**src/nfcci_consts.svh**
```systemverilog
// register indices, field positions and reset values of the reader control block
`ifndef NFCCI_CONSTS_SVH
`define NFCCI_CONSTS_SVH
// register indices; byte address is four times the index
`define NFCCI_IDX_CMD 10'h001
`define NFCCI_IDX_IEN1 10'h002
`define NFCCI_IDX_IEN2 10'h003
`define NFCCI_IDX_REQ 10'h004
`define NFCCI_IDX_STAT1 10'h007
// field positions
`define NFCCI_CMD_RXOFF_BIT 5
`define NFCCI_CMD_SLEEP_BIT 4
`define NFCCI_IEN1_POL_BIT 7
`define NFCCI_IEN2_DRV_BIT 7
`define NFCCI_REQ_IDLE_BIT 4
`define NFCCI_REQ_N 7
// reset values
`define NFCCI_CMD_RST 8'h20
`define NFCCI_IEN1_RST 8'h80
`define NFCCI_IEN2_RST 8'h00
`define NFCCI_REQ_RST 7'h14
`define NFCCI_CODE_IDLE 4'h0
`endif

```
**src/nfcci_pkg.sv**
```systemverilog
// types shared by the reader control block
package nfcci_pkg;
    // command sequencer states, gray along idle, launch, busy
    typedef enum logic [1:0] {
        NFCCI_ST_IDLE = 2'b00,
        NFCCI_ST_LAUNCH = 2'b01,
        NFCCI_ST_BUSY = 2'b11
    } nfcci_state_t;
endpackage

```
**src/nfcci_flag_bank.sv**
```systemverilog
// sticky request flags, hardware set wins over software clear
`timescale 1ns/1ps
`default_nettype none
module nfcci_flag_bank import nfcci_pkg::*; #(
    parameter int W = 7,
    parameter logic [W-1:0] RST = '0
) (
    // clock and reset
    input wire logic pclk,
    input wire logic presetn,
    // set and clear strobes
    input wire logic [W-1:0] set_i,
    input wire logic [W-1:0] clr_i,
    // flag state
    output logic [W-1:0] flags_q
);
    logic [W-1:0] flags_d;

    assign flags_d = (flags_q & ~clr_i) | set_i;

    // flag storage
    always_ff @(posedge pclk or negedge presetn) begin
        if (!presetn) begin
            flags_q <= RST;
        end else begin
            flags_q <= flags_d;
        end
    end

    // a set in the clearing cycle must survive
    a_set_beats_clear: assert property (@(posedge pclk) disable iff (!presetn)
        (set_i != '0) |=> ((flags_q & $past(set_i)) == $past(set_i)))
        else $error("flag set lost");
endmodule
`default_nettype wire

```
**src/nfcci_irq_pin.sv**
```systemverilog
// interrupt pin driver with polarity and drive type selection
`timescale 1ns/1ps
`default_nettype none
module nfcci_irq_pin import nfcci_pkg::*; (
    // clock and reset
    input wire logic pclk,
    input wire logic presetn,
    // control
    input wire logic status_i,
    input wire logic irq_polarity_select,
    input wire logic irq_drive_type,
    // pin, enable active low
    output logic pin_o,
    output logic pin_oe_n
);
    logic level;

    // pin equals status, or its inverse
    assign level = status_i ^ irq_polarity_select;

    // open drain only pulls low; push-pull drives both levels
    always_ff @(posedge pclk or negedge presetn) begin
        if (!presetn) begin
            pin_o <= 1'b0;
            pin_oe_n <= 1'b1;
        end else if (irq_drive_type) begin
            pin_o <= level;
            pin_oe_n <= 1'b0;
        end else begin
            pin_o <= 1'b0;
            pin_oe_n <= level;
        end
    end

    a_pin_pushpull: assert property (@(posedge pclk) disable iff (!presetn)
        irq_drive_type |=> (!pin_oe_n && pin_o == $past(status_i ^ irq_polarity_select)))
        else $error("push-pull pin level wrong");

    a_pin_opendrain: assert property (@(posedge pclk) disable iff (!presetn)
        (!irq_drive_type && irq_polarity_select && !status_i) |=> (pin_oe_n && !pin_o))
        else $error("idle open-drain pin not released");
endmodule
`default_nettype wire

```
**src/nfcci_ctrl.sv**
```systemverilog
// reader command control and primary interrupt enable, apb slave
//
// Decided for this implementation: register access over APB.
`timescale 1ns/1ps
`default_nettype none
`include "nfcci_consts.svh"
module nfcci_ctrl import nfcci_pkg::*; #(
    parameter int AW = 12
) (
    // clock and reset
    input wire logic pclk,
    input wire logic presetn,
    // apb slave
    input wire logic psel,
    input wire logic penable,
    input wire logic pwrite,
    input wire logic [AW-1:0] paddr,
    input wire logic [31:0] pwdata,
    output logic [31:0] prdata,
    output logic pready,
    output logic pslverr,
    // request events, bit 6 tx done down to bit 0 timer
    input wire logic [6:0] req_event_i,
    // command sequencer
    input wire logic cmd_done_i,
    output logic cmd_start_o,
    output logic [3:0] cmd_code_o,
    // analog and power control
    output logic receiver_analog_off,
    output logic soft_sleep_request,
    // interrupt outputs
    output logic irq_o,
    output logic reader_irq_pin_o,
    output logic reader_irq_pin_oe_n
);
    logic setup;
    logic wr_en;
    logic mapped;
    logic [AW-3:0] widx;
    logic [7:0] wbyte;
    logic sel_cmd;
    logic sel_ien1;
    logic sel_ien2;
    logic sel_req;
    logic sel_stat;
    logic [7:0] ien1_q;
    logic [7:0] ien2_q;
    logic [6:0] flags_q;
    logic [6:0] flag_set;
    logic [6:0] flag_clr;
    logic irq_status;
    logic cmd_wr;
    logic [3:0] wr_code;
    logic stop_req;
    logic launch_req;
    logic [31:0] rdata_d;
    nfcci_state_t state_q;
    nfcci_state_t state_d;

    // decode: word index from the byte address, low bits must be zero
    assign widx = paddr[AW-1:2];
    assign setup = psel && !penable;
    assign wbyte = pwdata[7:0];
    assign sel_cmd = (paddr[1:0] == 2'h0) && (widx == (AW-2)'(`NFCCI_IDX_CMD));
    assign sel_ien1 = (paddr[1:0] == 2'h0) && (widx == (AW-2)'(`NFCCI_IDX_IEN1));
    assign sel_ien2 = (paddr[1:0] == 2'h0) && (widx == (AW-2)'(`NFCCI_IDX_IEN2));
    assign sel_req = (paddr[1:0] == 2'h0) && (widx == (AW-2)'(`NFCCI_IDX_REQ));
    assign sel_stat = (paddr[1:0] == 2'h0) && (widx == (AW-2)'(`NFCCI_IDX_STAT1));
    assign mapped = sel_cmd || sel_ien1 || sel_ien2 || sel_req || sel_stat;

    // writes land only at the completing access edge
    assign wr_en = psel && penable && pready && pwrite;
    assign cmd_wr = wr_en && sel_cmd;
    assign wr_code = wbyte[3:0];

    // one wait-free access: pready rises in the first access cycle
    always_ff @(posedge pclk or negedge presetn) begin
        if (!presetn) begin
            pready <= 1'b0;
        end else begin
            pready <= setup;
        end
    end

    // error answer for addresses that hold no register
    always_ff @(posedge pclk or negedge presetn) begin
        if (!presetn) begin
            pslverr <= 1'b0;
        end else begin
            pslverr <= setup && !mapped;
        end
    end

    // read mux, sampled in the setup cycle so prdata leaves a flop
    always_comb begin
        rdata_d = 32'h0000_0000;
        if (sel_cmd) begin
            rdata_d[7:6] = 2'h0;
            rdata_d[`NFCCI_CMD_RXOFF_BIT] = receiver_analog_off;
            rdata_d[`NFCCI_CMD_SLEEP_BIT] = soft_sleep_request;
            // running code, not the last written one
            rdata_d[3:0] = cmd_code_o;
        end else if (sel_ien1) begin
            rdata_d[7:0] = ien1_q;
        end else if (sel_ien2) begin
            rdata_d[`NFCCI_IEN2_DRV_BIT] = ien2_q[`NFCCI_IEN2_DRV_BIT];
        end else if (sel_req) begin
            rdata_d[6:0] = flags_q;
        end else if (sel_stat) begin
            rdata_d[0] = irq_status;
        end
    end

    // read data register
    always_ff @(posedge pclk or negedge presetn) begin
        if (!presetn) begin
            prdata <= 32'h0000_0000;
        end else if (setup && !pwrite) begin
            prdata <= rdata_d;
        end
    end

    always_ff @(posedge pclk or negedge presetn) begin
        if (!presetn) begin
            receiver_analog_off <= 1'(`NFCCI_CMD_RST >> `NFCCI_CMD_RXOFF_BIT);
        end else if (cmd_wr) begin
            receiver_analog_off <= wbyte[`NFCCI_CMD_RXOFF_BIT];
        end
    end

    always_ff @(posedge pclk or negedge presetn) begin
        if (!presetn) begin
            soft_sleep_request <= 1'b0;
        end else if (cmd_wr) begin
            soft_sleep_request <= wbyte[`NFCCI_CMD_SLEEP_BIT];
        end
    end

    // a written code starts a command, the idle code stops one
    assign launch_req = cmd_wr && (wr_code != `NFCCI_CODE_IDLE);
    assign stop_req = cmd_wr && (wr_code == `NFCCI_CODE_IDLE);

    // command sequencer next state; a new code restarts a running command
    always_comb begin
        state_d = state_q;
        case (state_q)
            NFCCI_ST_IDLE: begin
                if (launch_req) begin
                    state_d = NFCCI_ST_LAUNCH;
                end
            end
            NFCCI_ST_LAUNCH: begin
                if (launch_req) begin
                    state_d = NFCCI_ST_LAUNCH;
                end else if (stop_req || cmd_done_i) begin
                    state_d = NFCCI_ST_IDLE;
                end else begin
                    state_d = NFCCI_ST_BUSY;
                end
            end
            NFCCI_ST_BUSY: begin
                if (launch_req) begin
                    state_d = NFCCI_ST_LAUNCH;
                end else if (stop_req || cmd_done_i) begin
                    state_d = NFCCI_ST_IDLE;
                end
            end
            default: begin
                state_d = NFCCI_ST_IDLE;
            end
        endcase
    end

    // sequencer state
    always_ff @(posedge pclk or negedge presetn) begin
        if (!presetn) begin
            state_q <= NFCCI_ST_IDLE;
        end else begin
            state_q <= state_d;
        end
    end

    // start strobe, one cycle per launch
    always_ff @(posedge pclk or negedge presetn) begin
        if (!presetn) begin
            cmd_start_o <= 1'b0;
        end else begin
            cmd_start_o <= launch_req;
        end
    end

    // running code returns to idle when the command ends
    always_ff @(posedge pclk or negedge presetn) begin
        if (!presetn) begin
            cmd_code_o <= `NFCCI_CODE_IDLE;
        end else if (cmd_wr) begin
            cmd_code_o <= wr_code;
        end else if (cmd_done_i && state_q != NFCCI_ST_IDLE) begin
            cmd_code_o <= `NFCCI_CODE_IDLE;
        end
    end

    // enable bits and polarity live in the primary enable register
    always_ff @(posedge pclk or negedge presetn) begin
        if (!presetn) begin
            ien1_q <= `NFCCI_IEN1_RST;
        end else if (wr_en && sel_ien1) begin
            ien1_q <= wbyte;
        end
    end

    // drive type; other bits of this register are not kept here
    always_ff @(posedge pclk or negedge presetn) begin
        if (!presetn) begin
            ien2_q <= `NFCCI_IEN2_RST;
        end else if (wr_en && sel_ien2) begin
            ien2_q <= wbyte & 8'h80;
        end
    end

    // events and command end set flags, writing one clears
    always_comb begin
        flag_set = req_event_i;
        flag_clr = 7'h00;
        // leaving a running command raises the idle flag
        if ((cmd_done_i || stop_req) && state_q != NFCCI_ST_IDLE) begin
            flag_set[`NFCCI_REQ_IDLE_BIT] = 1'b1;
        end
        if (wr_en && sel_req) begin
            flag_clr = wbyte[6:0];
        end
    end

    nfcci_flag_bank #(
        .W(`NFCCI_REQ_N),
        .RST(`NFCCI_REQ_RST)
    ) u_flags (
        .pclk(pclk),
        .presetn(presetn),
        .set_i(flag_set),
        .clr_i(flag_clr),
        .flags_q(flags_q)
    );

    assign irq_status = |(flags_q & ien1_q[6:0]);

    // level interrupt, one flop behind the status
    always_ff @(posedge pclk or negedge presetn) begin
        if (!presetn) begin
            irq_o <= 1'b0;
        end else begin
            irq_o <= irq_status;
        end
    end

    // pin follows status through polarity and drive type
    nfcci_irq_pin u_pin (
        .pclk(pclk),
        .presetn(presetn),
        .status_i(irq_status),
        .irq_polarity_select(ien1_q[`NFCCI_IEN1_POL_BIT]),
        .irq_drive_type(ien2_q[`NFCCI_IEN2_DRV_BIT]),
        .pin_o(reader_irq_pin_o),
        .pin_oe_n(reader_irq_pin_oe_n)
    );

    a_apb_answer: assert property (@(posedge pclk) disable iff (!presetn)
        setup |=> (pready && (pslverr == !$past(mapped))))
        else $error("apb answer wrong");

    a_receiver_analog_off_write: assert property (@(posedge pclk) disable iff (!presetn)
        cmd_wr |=> (receiver_analog_off == $past(wbyte[5])))
        else $error("receiver control not written");

    a_sleep_write: assert property (@(posedge pclk) disable iff (!presetn)
        cmd_wr |=> (soft_sleep_request == $past(wbyte[4])))
        else $error("power-down bit not written");

    a_launch_pulse: assert property (@(posedge pclk) disable iff (!presetn)
        launch_req |=> (cmd_start_o && state_q == NFCCI_ST_LAUNCH) ##1 !cmd_start_o[*1])
        else $error("launch strobe wrong");

    a_code_running: assert property (@(posedge pclk) disable iff (!presetn)
        (cmd_done_i && !cmd_wr && state_q == NFCCI_ST_BUSY) |=>
        (cmd_code_o == 4'h0 && state_q == NFCCI_ST_IDLE && flags_q[4]))
        else $error("ended command still reported");

    a_cmd_readback: assert property (@(posedge pclk) disable iff (!presetn)
        (setup && !pwrite && sel_cmd) |=> (prdata[7:6] == 2'h0 && prdata[3:0] == $past(cmd_code_o)))
        else $error("command readback wrong");

    a_enable_gate: assert property (@(posedge pclk) disable iff (!presetn)
        ((flags_q & ien1_q[6:0]) == 7'h00) |=> !irq_o)
        else $error("masked flag reached interrupt");

    a_irq_follows: assert property (@(posedge pclk) disable iff (!presetn)
        irq_status |=> irq_o)
        else $error("interrupt missed enabled flag");

    a_flag_clear: assert property (@(posedge pclk) disable iff (!presetn)
        (wr_en && sel_req && wbyte[0] && !req_event_i[0]) |=> !flags_q[0])
        else $error("flag not cleared");

    // a refused write must leave the registers alone; command end excluded
    a_unmapped_quiet: assert property (@(posedge pclk) disable iff (!presetn)
        (wr_en && !mapped && !cmd_done_i) |=> ($stable(ien1_q) && $stable(ien2_q)
        && $stable(cmd_code_o) && $stable(receiver_analog_off)))
        else $error("refused write changed a register");

    a_idle_no_start: assert property (@(posedge pclk) disable iff (!presetn)
        stop_req |=> !cmd_start_o)
        else $error("idle code raised start strobe");

    a_stop_running: assert property (@(posedge pclk) disable iff (!presetn)
        (stop_req && state_q != NFCCI_ST_IDLE) |=>
        (cmd_code_o == 4'h0 && state_q == NFCCI_ST_IDLE && flags_q[`NFCCI_REQ_IDLE_BIT]))
        else $error("stopped command still reported");

    a_drive_keep: assert property (@(posedge pclk) disable iff (!presetn)
        (wr_en && sel_ien2) |=> (ien2_q == {$past(wbyte[7]), 7'h00}))
        else $error("secondary enable content wrong");

    a_status_read: assert property (@(posedge pclk) disable iff (!presetn)
        (setup && !pwrite && sel_stat) |=> (prdata == {31'h0, $past(irq_status)}))
        else $error("status readback wrong");
endmodule
`default_nettype wire

```
**config.mk**
```make
export PLATFORM = sky130hd
export DESIGN_NAME = nfcci_ctrl
export DESIGN_NICKNAME = d
export VERILOG_FILES = /design/src/nfcci_pkg.sv /design/src/nfcci_flag_bank.sv /design/src/nfcci_irq_pin.sv /design/src/nfcci_ctrl.sv
export VERILOG_INCLUDE_DIRS = /design/src /design/src/src
export SDC_FILE = /design/constraint.sdc
export NUM_CORES = 1
export LEC_CHECK = 0
export BUFFER_PORTS_ARGS = -buffer_cell sky130_fd_sc_hd__buf_2
export CAP_MARGIN = 40
export CELL_PAD_IN_SITES_DETAIL_PLACEMENT = 0
export CELL_PAD_IN_SITES_GLOBAL_PLACEMENT = 1
export CORE_MARGIN = 8
export CORE_UTILIZATION = 36
export CTS_CLUSTER_DIAMETER = 120
export DETAILED_ROUTE_END_ITERATION = 12
export MAX_ROUTING_LAYER = met4
export PLACE_DENSITY_LB_ADDON = 0.12
export SYNTH_ARGS = -nofsm -noshare
export SYNTH_HDL_FRONTEND = slang
export SYNTH_HIERARCHICAL = 1
export SYNTH_SLANG_ARGS = --single-unit
```
**constraint.sdc**
```tcl
create_clock -name pclk -period 4.35 [get_ports pclk]
set_clock_uncertainty 0.1 [all_clocks]
set_input_delay 0.2175 -clock pclk [delete_from_list [all_inputs] [get_ports pclk]]
set_output_delay 0.2175 -clock pclk [all_outputs]
set_load 0.02 [all_outputs]
```
==> reports/metrics.cfg <==
[routing]
route.vias.total=1653
routed_wirelength_um=5230
ant_nets=0
remaining_drc_errors=0
vias_per_cell=4.93
drtIter0Drc=90
wl_per_cell_um=15.6
drt-pass1-iter-count=4

[clocking]
cts-root-buf=clkbuf_8
postCtsSetupBuffers=0
clk_pin_slew_worst_paths_ps=70
cts_resized=0
cts.sinks=38
cts-buffers-inserted=5
clk_latency_ps=290
cts_tree=done
htreeDepth=2
clockBufferDepth=2

[sta]
maxSlewViolCount=0
rsz0062_at_grt=false
setup_violations=0
max_freq_ghz=0.432
hold_ws_ps=21.5
tns_ps=0
fin_crit_ps=2320
relSlewSlack_pct=47.7
hold_violations=0
finalCritPeriodShare_pct=53.3
worstMarginPinSlew_ps=779

[setup_path]
worst-endpoint-arrival_ps=2400
path_buf_inv=2
crit_required_ps=4430
crit_type=input pin to flop
worstSetupEndpointType=flop
path_delay_family=simple AND/OR/NAND/NOR gates
slowest_stage=nor3_1
critPathMaxStageDelay_ps=650
critical_path.cell_chain=buf_2 -> or4_1 -> or2_2 -> nor3_1 -> and2_1 -> inv_1 -> a21o_1
cp_max_fo=7
critPathLaunchType=input pin

[die]
rows=27
die_area_sq_um=8390
boundaryPins=101
die_w_um=91.6
fp.coreArea_sq_um=5510
die-height_um=91.6
start_util_pct=37.4

[grt]
antenna_found_initial=0
grt_pass1_vias=1716
grt_start_max_net_pins=36
track_usage_pct=13.4
grt_pass1_wl_um=8700
grt_overflow=0

[synth]
synth_cell_types=45
yosys_most_used_dff=dfrtp_1
synth-seq-cells=38
ys_seq_area_share_pct=46.5
avgSynthCellArea_sq_um=10.2
yosysWarnings=6
async_flop_share_pct=100
synth_edf_count=0
synth_cells=201
synth_area_sq_um=2060

[layout]
final_cell_area_sq_um=2470
diodes=0
layout_common_cells=buf_2, dfrtp_1, conb_1, inv_1, mux2_2
area_delta_synth_final_pct=19.9
drive_gt1_share_pct=31.2
final_common_cell=buf_2
layout.nets=319
instances_no_fill=335
post-route-util_pct=44.8

[placement]
dp_hpwl_um=4050
io_buffer_count=52
gp_congestion=0.726
dp.cells=320
place_area_sq_um=2320

[flow_run]
maxCapViolations=0

[run_status]
status=finished, final reports clean

[power_and_ir_drop]
peakVddDrop_mv=0.116
p_leak_nw=1.18
p_per_area_nw_per_um2=272

[min_path]
hold_class=input pin to flop

per-stage QoR:
stage | total power, mW | setup slack (ps)
final | 0.672 | 2030
after detailed placement | 0.440 | 1640
after CTS | 0.684 | 1960
after floorplan | 0.422 | 2170
after global placement | 0.438 | 1670
after global routing | 0.709 | 1800
cells in the mapped netlist (2+ instances only):
cell type,n,area [sq um]
a21oi_1,8,40.0
dfstp_2,5,131
nor2_1,7,26.3
or2_2,2,12.5
nor3_1,6,30.0
or2_0,5,31.3
nand2_1,10,37.5
buf_4,24,180
or3_1,2,12.5
a21o_1,7,52.6
nor4_1,2,12.5
o21bai_1,2,15.0
or4_4,2,22.5
or4_1,2,15.0
mux2_2,11,124
o21ai_0,6,30.0
inv_1,12,45.0
and2_1,9,56.3
nor2b_1,4,25.0
clkbuf_1,4,15.0
buf_2,2,10.0
dfrtp_1,33,826
o2bb2ai_1,5,43.8
a22oi_1,2,15.0
a32o_1,6,60.1
nand2b_1,4,25.0
cell type report:
type | count | area [sq um]
Clock buffer | 8 | 80.1
Fill cell | 561 | 3040
Inverter | 12 | 45.0
Multi-Input combinational cell | 144 | 936
Sequential cell | 38 | 957
Tap cell | 72 | 90.1
Timing Repair Buffer | 61 | 358
timing repair:
item	4_1_cts	5_1_grt
endpoints found under the setup margin	0	0
hold buffers	7	0
hold endpoints to repair	40	0
metal layers:
layer,share of wire [%],track usage (%)
met5,0,-
met4,1.3,4.50
met2,46,20.6
met1,45,16.2
met3,7.6,4.28
sequential cells by signal, summed over array words and instances (netlist names), 2 cells and up:
| register | cells |
|---|---|
| prdata | 8 |
| state_q | 2 |
| ien1_q | 8 |
| u_flags/flags_q | 7 |
| cmd_code_o | 4 |
kinds of logic after synthesis:
group           synth area share [%]
compound gates                  15.3
buf+inv                         12.2
flops                           46.5
other cells                    0.182
mux                             6.51
simple gates                    18.9
xor+xnor                       0.426
report_power, final:
group / internal [mW] / total (mW) / switching, mW
Clock: 0.114 / 0.234 / 0.120
Sequential: 0.356 / 0.357 / 0.00117
Combinational: 0.0265 / 0.0810 / 0.0545
final timing paths:
kind	cells past startpoint	slack, ps	from	endpoint
min	2	20	penable	pready
min reg2reg	2	380	prdata[6]	prdata[6]
max in group asynchronous	3	3520	presetn	receiver_analog_off
max	7	2030	paddr[1]	u_flags/flags_q[6]
min in group asynchronous	2	160	presetn	u_pin/pin_o
max reg2reg	4	2340	pready	ien1_q[3]
Power figures use the tool's default switching activity.
